$ cat src/verilog/perf_monitor_pkg.sv
// constants shared by the performance-monitor counter block
package perf_monitor_pkg;

	// ****************************************************************
	// register offsets on the microprocessor port
	// ****************************************************************
	localparam logic [7:0] CTRL_STATUS_ADDR  = 8'h48; // perf_monitor_control_status
	localparam logic [7:0] FER_COUNT_ADDR    = 8'h49; // framing_bit_error_count
	localparam logic [7:0] FEBE_LOW_ADDR     = 8'h4a; // far_block_error_count_low
	localparam logic [7:0] FEBE_HIGH_ADDR    = 8'h4b; // far_block_error_count_high
	localparam logic [7:0] CRC_LOW_ADDR      = 8'h4c; // crc_error_count_low
	localparam logic [7:0] CRC_HIGH_ADDR     = 8'h4d; // crc_error_count_high
	localparam logic [7:0] LCV_LOW_ADDR      = 8'h4e; // line_code_violation_count_low
	localparam logic [7:0] LCV_HIGH_ADDR     = 8'h4f; // line_code_violation_count_high

	// ****************************************************************
	// control/status field positions and reset values
	// ****************************************************************
	localparam int         IRQ_EN_BIT        = 2;
	localparam int         TRANSFER_DONE_FLAG_BIT          = 1;
	localparam int         OVR_BIT           = 0;
	localparam logic       IRQ_EN_RST        = 1'b0;
	localparam logic       TRANSFER_DONE_FLAG_RST          = 1'b0;
	localparam logic       OVR_RST           = 1'b0;
	localparam logic [7:0] RDATA_RST         = 8'h00;

	// ****************************************************************
	// counter widths and revision field width
	// ****************************************************************
	localparam int         FER_W             = 7;
	localparam int         FEBE_W            = 10;
	localparam int         CRC_W             = 10;
	localparam int         LCV_W             = 13;
	localparam int         REV_W             = 7;

	// ****************************************************************
	// timing
	// ****************************************************************
	localparam int         MCLK_PERIOD_NS    = 10;
	// latest load of the holding registers, in high-speed reference periods
	localparam int         LATCH_MAX_PERIODS = 27;
	// software should wait this long after the latching write before reading
	localparam int         READ_WAIT_NS      = 1700;
	localparam int         READ_WAIT_CYCLES  = (READ_WAIT_NS + MCLK_PERIOD_NS - 1)
	                                           / MCLK_PERIOD_NS;

endpackage : perf_monitor_pkg

$ cat src/verilog/perf_monitor.sv
// performance-monitor event counters with holding registers and status
`timescale 1ns/1ns

// ****************************************************************
// one saturating event counter with its holding register
// ****************************************************************
module perf_event_counter #(
	parameter int W = 8
) (
	// clock and reset
	input  wire logic         mclk,
	input  wire logic         resetn,
	// event side
	input  wire logic         event_pulse,
	input  wire logic         count_ok,
	// latch request
	input  wire logic         latch,
	// values
	output logic [W-1:0]      live_r,
	output logic [W-1:0]      held_r
);
	logic [W-1:0] live_nxt;
	logic         take;
	logic         full;

	// an event that lands in the latch cycle opens the new interval
	assign take = event_pulse & count_ok;
	assign full = &live_r;
	assign live_nxt = latch ? {{(W-1){1'b0}}, take} :
	                  (take && !full) ? live_r + {{(W-1){1'b0}}, 1'b1} :
	                  live_r;

	// live count and holding copy
	always_ff @(posedge mclk or negedge resetn) begin
		if (!resetn) begin
			live_r <= '0;
			held_r <= '0;
		end else begin
			live_r <= live_nxt;
			if (latch) begin
				held_r <= live_r;
			end
		end
	end
endmodule : perf_event_counter

// ****************************************************************
// block top
// ****************************************************************
module perf_monitor #(
	// early-silicon identification value; this default is arbitrary
	parameter logic [6:0] EARLY_REV_ID = 7'h55
) (
	// clock and reset
	input  wire logic         mclk,
	input  wire logic         resetn,
	// microprocessor register port
	input  wire logic [7:0]   reg_addr,
	input  wire logic         reg_wr,
	input  wire logic         reg_rd,
	input  wire logic [7:0]   reg_wdata,
	output logic [7:0]        reg_rdata_r,
	// events from the frame_aligner and line decoder
	input  wire logic         fer_event,
	input  wire logic         febe_event,
	input  wire logic         crc_event,
	input  wire logic         lcv_event,
	input  wire logic         frame_lost,
	input  wire logic         crc_multiframe_lost,
	// revision register field
	input  wire logic [6:0]   chip_revision_field,
	// interrupt
	output logic              interrupt_request_n
);
	localparam int FW = perf_monitor_pkg::FER_W;
	localparam int BW = perf_monitor_pkg::FEBE_W;
	localparam int CW = perf_monitor_pkg::CRC_W;
	localparam int LW = perf_monitor_pkg::LCV_W;
	localparam int LATCH_LIMIT = perf_monitor_pkg::LATCH_MAX_PERIODS;

	logic [FW-1:0] fer_live;
	logic [FW-1:0] fer_hold;
	logic [BW-1:0] febe_live;
	logic [BW-1:0] febe_hold;
	logic [CW-1:0] crc_live;
	logic [CW-1:0] crc_hold;
	logic [LW-1:0] lcv_live;
	logic [LW-1:0] lcv_hold;

	logic          irq_on_latch_en_r;
	logic          transfer_done_flag_r;
	logic          holding_overrun_flag_r;
	logic          irq_en_nxt;
	logic          transfer_done_flag_nxt;
	logic          ovr_nxt;

	logic          count_addr;
	logic          latch_now;
	logic          status_rd;
	logic          status_wr;
	logic          irq_supported;
	logic [7:0]    status_byte;
	logic [7:0]    rdata_nxt;

	// ****************************************************************
	// address decode
	// ****************************************************************
	// one write strobe latches everything; a second write in the same poll
	// starts a fresh interval, so software must write one address only
	assign count_addr = (reg_addr >= perf_monitor_pkg::FER_COUNT_ADDR) &&
	                    (reg_addr <= perf_monitor_pkg::LCV_HIGH_ADDR);
	assign latch_now  = reg_wr && count_addr;
	assign status_rd  = reg_rd && (reg_addr == perf_monitor_pkg::CTRL_STATUS_ADDR);
	assign status_wr  = reg_wr && (reg_addr == perf_monitor_pkg::CTRL_STATUS_ADDR);
	assign irq_supported = (chip_revision_field != EARLY_REV_ID);

	// ****************************************************************
	// the four counters
	// ****************************************************************
	perf_event_counter #(.W(FW)) u_fer (
		.mclk        (mclk),
		.resetn      (resetn),
		.event_pulse (fer_event),
		.count_ok    (!frame_lost),
		.latch       (latch_now),
		.live_r      (fer_live),
		.held_r      (fer_hold)
	);

	perf_event_counter #(.W(BW)) u_febe (
		.mclk        (mclk),
		.resetn      (resetn),
		.event_pulse (febe_event),
		.count_ok    (!frame_lost),
		.latch       (latch_now),
		.live_r      (febe_live),
		.held_r      (febe_hold)
	);

	perf_event_counter #(.W(CW)) u_crc (
		.mclk        (mclk),
		.resetn      (resetn),
		.event_pulse (crc_event),
		.count_ok    (!crc_multiframe_lost),
		.latch       (latch_now),
		.live_r      (crc_live),
		.held_r      (crc_hold)
	);

	perf_event_counter #(.W(LW)) u_lcv (
		.mclk        (mclk),
		.resetn      (resetn),
		.event_pulse (lcv_event),
		.count_ok    (1'b1),
		.latch       (latch_now),
		.live_r      (lcv_live),
		.held_r      (lcv_hold)
	);

	// ****************************************************************
	// control/status
	// ****************************************************************
	// a transfer in the same cycle as the acknowledging read wins, so no
	// transfer goes unreported
	assign transfer_done_flag_nxt = latch_now ? 1'b1 :
	                  status_rd ? 1'b0 : transfer_done_flag_r;
	assign ovr_nxt  = (latch_now && transfer_done_flag_r) ? 1'b1 :
	                  status_rd ? 1'b0 : holding_overrun_flag_r;
	// only the enable bit is writable; other bits of the written byte drop
	assign irq_en_nxt = status_wr ? (reg_wdata[perf_monitor_pkg::IRQ_EN_BIT] &&
	                                 irq_supported) :
	                    (irq_on_latch_en_r && irq_supported);

	always_ff @(posedge mclk or negedge resetn) begin
		if (!resetn) begin
			irq_on_latch_en_r      <= perf_monitor_pkg::IRQ_EN_RST;
			transfer_done_flag_r   <= perf_monitor_pkg::TRANSFER_DONE_FLAG_RST;
			holding_overrun_flag_r <= perf_monitor_pkg::OVR_RST;
		end else begin
			irq_on_latch_en_r      <= irq_en_nxt;
			transfer_done_flag_r   <= transfer_done_flag_nxt;
			holding_overrun_flag_r <= ovr_nxt;
		end
	end

	// ****************************************************************
	// read data
	// ****************************************************************
	// unused bits read as zero; holding values only, never live counts
	assign status_byte = {5'h00, irq_on_latch_en_r, transfer_done_flag_r,
	                      holding_overrun_flag_r};
	always_comb begin
		case (reg_addr)
			perf_monitor_pkg::CTRL_STATUS_ADDR: rdata_nxt = status_byte;
			perf_monitor_pkg::FER_COUNT_ADDR:   rdata_nxt = {1'b0, fer_hold};
			perf_monitor_pkg::FEBE_LOW_ADDR:    rdata_nxt = febe_hold[7:0];
			perf_monitor_pkg::FEBE_HIGH_ADDR:   rdata_nxt = {6'h00, febe_hold[9:8]};
			perf_monitor_pkg::CRC_LOW_ADDR:     rdata_nxt = crc_hold[7:0];
			perf_monitor_pkg::CRC_HIGH_ADDR:    rdata_nxt = {6'h00, crc_hold[9:8]};
			perf_monitor_pkg::LCV_LOW_ADDR:     rdata_nxt = lcv_hold[7:0];
			perf_monitor_pkg::LCV_HIGH_ADDR:    rdata_nxt = {3'h0, lcv_hold[12:8]};
			default:                            rdata_nxt = 8'h00;
		endcase
	end

	// read data holds until the next read strobe
	always_ff @(posedge mclk or negedge resetn) begin
		if (!resetn) begin
			reg_rdata_r <= perf_monitor_pkg::RDATA_RST;
		end else if (reg_rd) begin
			reg_rdata_r <= rdata_nxt;
		end
	end

	// ****************************************************************
	// interrupt
	// ****************************************************************
	// built from next-state values so the pin moves with the flag itself
	always_ff @(posedge mclk or negedge resetn) begin
		if (!resetn) begin
			interrupt_request_n <= 1'b1;
		end else begin
			interrupt_request_n <= !(transfer_done_flag_nxt && irq_en_nxt);
		end
	end
endmodule : perf_monitor

$ cat config.mk
export PLATFORM = sky130hd
export DESIGN_NAME = perf_monitor
export DESIGN_NICKNAME = d
export VERILOG_FILES = /design/src/verilog/perf_monitor_pkg.sv /design/src/verilog/perf_monitor.sv
export SDC_FILE = /design/constraint.sdc
export NUM_CORES = 1
export LEC_CHECK = 0
export ABC_AREA = 1
export BUFFER_PORTS_ARGS = -buffer_cell sky130_fd_sc_hd__buf_2
export CAP_MARGIN = 40
export CELL_PAD_IN_SITES_DETAIL_PLACEMENT = 1
export CELL_PAD_IN_SITES_GLOBAL_PLACEMENT = 1
export CORE_MARGIN = 2
export CORE_UTILIZATION = 35
export CTS_CLUSTER_DIAMETER = 50
export DETAILED_ROUTE_END_ITERATION = 10
export PLACE_DENSITY = 0.7
export SLEW_MARGIN = 20
export SYNTH_ARGS = -nofsm -noshare
export SYNTH_HDL_FRONTEND = slang
export SYNTH_HIERARCHICAL = 1
export SYNTH_SLANG_ARGS = --single-unit
$ cat constraint.sdc
create_clock -name mclk -period 2.05 [get_ports mclk]
set_clock_uncertainty 0.1 [all_clocks]
set_input_delay 0.3075 -clock mclk [delete_from_list [all_inputs] [get_ports mclk]]
set_output_delay 0.3075 -clock mclk [all_outputs]
set_load 0.02 [all_outputs]
# Yosys cells after proc, flatten, opt, wreduce, memory -nomap -nowiden
# Index checks and enable logic that the tools add are counted.
# op_classes
muxes,14
magnitude_cmp,2
bitwise_logic,3
add_sub_neg,4
reduce_logical,28
n_eq_ne,9
# ops
op,count
== test 8 x 7 -> 1 bit (second input constant),8
case mux 8 bit (8 select lines),1
2-to-1 mux 10 bit,4
2-to-1 mux 13 bit,2
adder 10 x 1 -> 10 bit (second input constant),2
AND reduction 10 bit,2
2-to-1 mux 7 bit,2
adder 13 x 1 -> 13 bit (second input constant),1
AND reduction 13 bit,1
logical AND 1 bit,12
nonzero test 2 bit,5
>= comparator 8 x 7 -> 1 bit (second input constant),1
less-or-equal comparator 8 x 7 -> 1 bit (second input constant),1
adder 7 x 1 -> 7 bit (second input constant),1
logical NOT 1 bit,7
!= test 7 bit (second input constant),1
AND reduction 7 bit,1
2-to-1 mux 1 bit,5
AND 1 bit,3
# word_totals
out_inout_bits,9
ff_bits,92
word_cells,73
in_bits,33

# Longest topological paths before layout
# Gate-level depths: netlist of run 1.
# depth
ltp_word,6
ltp_mapped,12

# Modules after synthesis
# The synthesis of run 1 kept the hierarchy.
# modules_own_cells
module,seq_area_each_um2,instances,area_each_um2,cells_per_inst
perf_event_counter at u_crc ...,500.5,2,1008.5,128
perf_event_counter at u_lcv,650.6,1,1312.5,169
perf_monitor,301.5,1,1016.0,160
perf_event_counter at u_fer,350.3,1,714.4,91

# Worst setup path before layout of run 1
# Ideal clock, no wire load.
# synth_timing
path_type,input -> register
startpoint,in reg_addr[4]
endpoint,reg u_crc.live_r[0]
slack_ps,-59
arrival_time_ps,1884
required_time_ps,1826
setup_time_ps,124
path_buffers,3
cell_stages,11
cell_sequence,inv_1 > nand2_1 > nor2_4 > buf_6 > o211ai_2 > nor2_1 > buf_2 > inv_2 > buf_2 > nand3_1 > nand3_1
# synth_between
elab_chain_len,4
elab_cells_between_ends,6
classes_between,order compare: 2; mux: 1; reduce/logical: 3
# synth_lines
item,line,text
"start, declared",perf_monitor.sv:58,"input wire logic [7:0] reg_addr,"
>= comparator 8 x 7 -> 1 bit or less-or-equal comparator 8 x 7 -> 1 bit (tied branches),"perf_monitor.sv:110, perf_monitor.sv:111",
logical AND 1 bit (*),perf_monitor.sv:110,assign count_addr = (reg_addr >= perf_monitor_pkg::FER_COUNT_ADDR) &&
logical AND 1 bit (*),perf_monitor.sv:112,assign latch_now = reg_wr && count_addr;
via latch_now,perf_monitor.sv:98,logic latch_now;
2-to-1 mux 10 bit or nonzero test 2 bit (tied branches),-,
"end signal, assigned",perf_monitor.sv:39,live_r <= live_nxt;
"end, declared",perf_monitor.sv:19,"output logic [W-1:0] live_r,"
# The timed path passes the listed nets; every way through them passes the cells marked *.
# A chain may end at the register's enable or synchronous reset.

# Final worst setup path of run 1
# layout_timing
startpoint,reg u_lcv.live_r[1]
endpoint,reg u_lcv.live_r[4]
# layout_between
elab_chain_len,4
elab_cells_between_ends,7
classes_between,add/sub: 1; mux: 2; reduce/logical: 4
# layout_lines
item,line
"start, declared",perf_monitor.sv:19
"start signal, assigned",perf_monitor.sv:39
branches (longest 4 deep; another with adder 13 x 1 -> 13 bit),-
# Several ways; the timed one is not identified. The select of a mux whose other input is x is not followed.

==> results of run 1 <==
area by class of cell:
type	count	area share
repair buffers	43	0.0485
well taps	180	0.0390
inverters	61	0.0396
flip-flops and latches	92	0.398
multi-input cells	504	0.416
clock inverters	5	0.0145
clock buffers	11	0.0437
registers in the layout, summed over array words and instances, names as in the netlist:
register,cells
u_lcv/held_r,13
u_lcv/live_r,13
u_crc/held_r,10
u_crc/live_r,10
u_febe/held_r,10
u_febe/live_r,10
reg_rdata_r,8
u_fer/held_r,7
u_fer/live_r,7
holding_overrun_flag_r,1
interrupt_request_n,1
irq_on_latch_en_r,1
transfer_done_flag_r,1
routing by layer:
layer / wire length, um / vias up
met3: 434 / 13
met4: 189 / 0
met1: 6570 / 2177
li1: - / 2223
met5: 0 / -
met2: 6660 / 67
worst max-delay path, cell delays in order (launching register included):
cell	delay, ns
dfrtp_1	0.46
ha_1	0.27
nand3_4	0.12
nor2_4	0.15
nand2_2	0.08
nand2_4	0.16
nand2_1	0.19
nand2_1	0.10
nand2_1	0.05
path summary, 6_finish.rpt:
kind                                               from                      endpoint  slack [ns]
setup / recovery            u_lcv/live_r[1]$_DFFE_PN0P_   u_lcv/live_r[4]$_DFFE_PN0P_        0.26
hold / removal                             reg_wdata[2]   irq_on_latch_en_r$_DFF_PN0_        0.13
setup reg to reg            u_lcv/live_r[1]$_DFFE_PN0P_   u_lcv/live_r[4]$_DFFE_PN0P_        0.26
hold reg to reg            u_febe/held_r[1]$_DFFE_PN0P_  u_febe/held_r[1]$_DFFE_PN0P_        0.37
max in group asynchronous                        resetn  u_febe/held_r[6]$_DFFE_PN0P_        0.97
min in group asynchronous                        resetn   u_crc/live_r[8]$_DFFE_PN0P_        0.41
cells in the final DEF (no fill, tap or decap), drive strengths merged:
cell type | synthesis | routed
a21oi | 4 | 4
buf | 18 | 42
bufinv | 0 | 2
clkbuf | 1 | 11
clkinv | 1 | 2
clkinvlp | 0 | 2
conb | 1 | 1
dfrtp | 91 | 91
dfstp | 1 | 1
dlygate4sd3 | 0 | 1
ha | 4 | 4
inv | 60 | 60
nand2 | 249 | 249
nand3 | 102 | 102
nand4 | 11 | 11
nor2 | 72 | 72
nor3 | 4 | 4
o211ai | 1 | 1
o21ai | 45 | 45
xnor2 | 2 | 2
xor2 | 9 | 9
cells by family after synthesis:
group / count (synthesis)
buf+inv: 80
simple gates: 438
fa+ha+maj: 4
xor+xnor: 11
flops: 92
compound gates: 50
other cells: 1
stage by stage:
step            util  instance area [um^2]  hold slack, ns
2_1_floorplan      -                  5060         -0.0881
3_3_place_gp   0.389                  5440           0.304
3_5_place_dp   0.389                  5440           0.307
4_1_cts        0.413                  5780           0.119
5_1_grt        0.413                  5780           0.151
6_report       0.413                  5780           0.127
power groups by stage:
stage | Clock (mW) | Combinational (mW) | Sequential [mW]
after floorplan | 0 | 0.645 | 2.39
after global placement | 0 | 0.824 | 2.48
after detailed placement | 0 | 0.874 | 2.51
after CTS | 1.94 | 0.887 | 2.48
after global routing | 2.02 | 1.01 | 2.52
final | 1.89 | 0.874 | 2.47
synthesized netlist by cell type:
cell type  number
nand2_1       231
nand3_1        99
dfrtp_1        91
nor2_1         59
inv_1          53
o21ai_0        29
o21ai_1        12
buf_2          11
nand2_2        11
nand4_1        11
xor2_1          9
inv_2           7
nand2_4         7
nor2_4          7
nor2_2          6
buf_6           4
ha_1            4
nor3_1          4
o21ai_2         4
a21oi_1         2
a21oi_2         2
buf_4           2
nand3_2         2
xnor2_1         2
buf_1           1
clkbuf_1        1
clkinv_1        1
conb_1          1
dfstp_2         1
nand3_4         1
o211ai_2        1
what timing repair did:
action / 4_1_cts / 5_1_grt
hold endpoints to repair: 91 / 0
setup buffers: 0 / 0
hold buffers: 1 / 0
==> reports/metrics.cfg, run 1 <==
[yosys]
ys_ff_latch=92
synth_compound_area_frac=0.0554
synth.area.mux_share=0
synth_top_family_by_area=simple AND/OR/NAND/NOR gates
mappedNetlistArea_um2=5060
synthXorXnorAreaFrac=0.0190
yosysUniqueCellTypes=31
synth_top_area_frac=0.450
yosysTopAreaCell=dfrtp_1
ys_warn_count=6
synth_cells=676
synth_nets=713
yosysSeqAreaShare=0.455
synth_adder_area_share=0.00989
synth-simple-area-share=0.390
netlist_top_cells_area=dfrtp_1 (45%), nand2_1 (17%), nand3_1 (9.8%), nor2_1 (4.4%), inv_1 (3.9%)
synth.avg_cell_area_um2=7.48

[sta]
final_max_slew_viol_count=0
max_freq_ghz=0.557
post-route-period-util=0.876
final.setup.tns_ns=0
worst_pin_slew_ns=0.563
hold_viol_final=0
rsz0062_at_grt=false
period_needed_ns=1.79
setup_viol=0
timing.final.ws_setup_ns=0.255
maxSlewHeadroom=0.624

[pwr]
internal_power_mw=3.60
netSwitchingFraction=0.311
power.switching_mw=1.63
vdd_drop_max_uv=406
pwr-share-comb=0.167
leakagePower_nw=3.00
seqPwrFrac=0.472
pwr-share-clk=0.361
p_total_mw=5.23
power_density_nw_per_um2=905

[global_routing]
top_usage_layer=met2
grt_use_total=0.187
grt_first_pass_wirelength_um=23400
overflow=0
grt_max_degree=93
met2_usage=0.313
grt_pass1_vias=4682
antenna_found_initial=0
globalRouteMet1Util=0.246
grt_use_met3=0.0327

[detailed_routing]
drtAntennaViolNets=0
drc=0
first_iter_violations=286
drt-total-wl_um=13900
vias=4480
routed_via_density=5.00
wire_per_inst_um=15.5
dr.pass1.iters=4

[floorplanning]
initial_utilization=0.362
die_w_um=124
die_h_um=124
core_area_um2=14000
die-area_um2=15400
rows=43
ios=42

[cts]
cts_sinks=92
clkLatencyLatePin_ns=0.35
cts_resized=0
cts_buffer_depth=2
root_buffer=clkbuf_16
cts_tree=done
cts.clk_slew.worst_paths_ns=0.07
cts_htree_levels=3
numCtsBuffers=9

[worst_setup_path]
worst_setup_path_end_kind=register
worstPathRequired_ns=2.19
reg2reg_depth=8
path_class=reg2reg
cp-start-kind=register
arrival_ns=1.93
critPathMaxFanout=14

[min_path]
worstHoldPathType=in2reg
hold_depth=3

[place]
port_buffers=34
dpl.hpwl_um=9810
gp_congestion=0.842
placedCellCount=879
dp_slack_ns=0.0790

[final_layout]
area.growth.synth_to_final_pct=14.3
multi_input_area_um2=2410
seq_area_um2=2300
antennaDiodeCount=0
drive_gt1_frac=0.151
finalNonFillerCells=896
fin_nets=748
fillerInstances=1765

[outcome]
run_status=complete, no violations

[flow_run]
max_cap_violations=0

Power figures use the tool's default switching activity.
==> run 2, diff against run 1 <==
--- a/config.mk
+++ b/config.mk
@@ -14,6 +14,8 @@
 export CORE_UTILIZATION = 35
 export CTS_CLUSTER_DIAMETER = 50
 export DETAILED_ROUTE_END_ITERATION = 10
+export GPL_ROUTABILITY_DRIVEN = 0
+export MAX_ROUTING_LAYER = met4
 export PLACE_DENSITY = 0.7
 export SLEW_MARGIN = 20
 export SYNTH_ARGS = -nofsm -noshare
==> constraint.sdc (replaced) <==
create_clock -name mclk -period 1.85 [get_ports mclk]
set_clock_uncertainty 0.1 [all_clocks]
set_input_delay 0.2775 -clock mclk [delete_from_list [all_inputs] [get_ports mclk]]
set_output_delay 0.2775 -clock mclk [all_outputs]
set_load 0.02 [all_outputs]
==> run 2 against run 1 <==
Against the previous run:
- total power grew 9.7%
- clock-buffer cell count increased by 1
- via count is 1.3% lower
- combinational power up 14%
- cell area is 1.1% higher
- sequential power up 11%
- critical path type unchanged
- largest cell class unchanged
- highest routed layer unchanged
==> reports/metrics.cfg, run 2 (synthesis gave the netlist of run 1 again) <==
[worst_setup_path]
worst_setup_path_end_kind=register
startpoint=u_lcv/live_r[0]$_DFFE_PN0P_
arrival_ns=1.83
critPathMaxFanout=14
worstPathRequired_ns=1.99
reg2reg_depth=8
crit_chain=ha_1, nand3_4, nor2_4, nand2_2, nand2_4, nand2_1, nand2_1, nand2_1
path_class=reg2reg
max_stage_delay_ns=0.39
r2r_setup_slack_ns=0.16
cp_slowest_cell=dfrtp_1
r2r_end=u_lcv/live_r[4]$_DFFE_PN0P_
crit_top_cell=nand2_1
worst-path-buf-inv=0
critPathTopFamily=simple AND/OR/NAND/NOR gates
rr_startpoint=u_lcv/live_r[0]$_DFFE_PN0P_
cp-start-kind=register

[floorplanning]
die_w_um=124
die-area_um2=15400
die_h_um=124
rows=43
initial_utilization=0.362
core_area_um2=14000
ios=42

[pwr]
pwr-share-comb=0.175
power.switching_mw=1.77
pwr-share-clk=0.349
seqPwrFrac=0.476
netSwitchingFraction=0.308
power_density_nw_per_um2=981
internal_power_mw=3.97
leakagePower_nw=3.04
vdd_drop_max_uv=519

[cts]
clkLatencyLatePin_ns=0.35
cts_resized=0
cts.clk_slew.worst_paths_ns=0.06
numCtsBuffers=9
cts_tree=done
root_buffer=clkbuf_16
cts_setup_buffers=0
cts_htree_levels=3
holdBufCountCts=1
cts_buffer_depth=2
cts_sinks=92

[sta]
period_needed_ns=1.69
final_max_slew_viol_count=0
rsz0062_at_grt=false
hold_viol_final=0
final.setup.tns_ns=0
setup_viol=0
post-route-period-util=0.913
timing.final.ws_setup_ns=0.160
max_freq_ghz=0.592

[place]
dpl.hpwl_um=10100
placedCellCount=886
dp_slack_ns=0.0375
port_buffers=34
placed_area_um2=5520

[min_path]
worstHoldStart=reg_wdata[2]
worstHoldPathType=in2reg
min_to=irq_on_latch_en_r$_DFF_PN0_
hold_depth=3

[final_layout]
finalNonFillerCells=903
final_cell_mix=nand2_1 (231), nand3_1 (99), dfrtp_1 (91)
area.growth.synth_to_final_pct=15.6
fillerInstances=1760
fin_nets=755
finalInstanceArea_um2=5850
utilization=0.418
antennaDiodeCount=0
top_regs=u_lcv/held_r (13), u_lcv/live_r (13)
final_common_cell=nand2_1
drive_gt1_frac=0.156

[global_routing]
overflow=0
grt_pass1_vias=4729
antenna_found_initial=0
grt_first_pass_wirelength_um=23000
grt_max_degree=46
grt_use_total=0.188

[detailed_routing]
drt-total-wl_um=13400
first_iter_violations=265
vias=4421
routed_via_density=4.90
wire_per_inst_um=14.9
drtAntennaViolNets=0
dr.pass1.iters=4
drc=0

[outcome]
run_status=complete, no violations

[flow_run]
max_cap_violations=0

[run 2: cell types whose count changed in the layout (fill, tap and decap cells not counted), sizes merged]
cell      change
buf           +7
clkbuf        +1
clkinvlp      -1
[run 2: how the worst max path moves through the flow]
stage	cells after the start	endpoint	slack (ns)
2_1_floorplan	11	u_crc/live_r[0]$_DFFE_PN0P_	0.004
3_3_place_gp	9	u_lcv/live_r[1]$_DFFE_PN0P_	0.11
3_5_place_dp	9	u_lcv/live_r[1]$_DFFE_PN0P_	0.04
4_1_cts	8	u_lcv/live_r[4]$_DFFE_PN0P_	0.15
5_1_grt	8	u_lcv/live_r[0]$_DFFE_PN0P_	0.02
6_report	8	u_lcv/live_r[4]$_DFFE_PN0P_	0.16
[run 2: layout make-up]
type | count | area, um^2 | area share
Multi-Input combinational cell | 504 | 2410 | 0.413
Inverter | 61 | 229 | 0.0392
Clock inverter | 4 | 72.6 | 0.0124
Clock buffer | 12 | 246 | 0.0422
Timing Repair Buffer | 50 | 358 | 0.0612
Sequential cell | 92 | 2300 | 0.394
Tap cell | 180 | 225 | 0.0385
[run 2: metrics by stage]
stage	total power [mW]	hold WS, ns
2_1_floorplan	3.37	-0.118
3_3_place_gp	3.69	0.0909
3_5_place_dp	3.78	0.0918
4_1_cts	5.81	0.0966
5_1_grt	6.09	0.101
6_report	5.74	0.101
[run 2: power groups by stage]
stage	combinational, mW	clock [mW]	sequential (mW)
4_1_cts	1.02	2.05	2.74
6_report	1.00	2.00	2.73
5_1_grt	1.17	2.14	2.79
3_5_place_dp	1.01	0	2.77
3_3_place_gp	0.946	0	2.75
2_1_floorplan	0.716	0	2.65
[run 2: worst register-to-register path: stages, from the launching register on]
cell	delay (ns)
dfrtp_1	0.39
ha_1	0.26
nand3_4	0.13
nor2_4	0.16
nand2_2	0.08
nand2_4	0.16
nand2_1	0.16
nand2_1	0.09
nand2_1	0.05
[run 2: routing by layer]
metal | up-vias | global-route usage | share of wire
met1 | 2113 | 0.238 | 0.47
li1 | 2242 | - | -
met2 | 56 | 0.305 | 0.49
met5 | - | - | 0
met3 | 10 | 0.0392 | 0.032
met4 | 0 | 0.0522 | 0.012
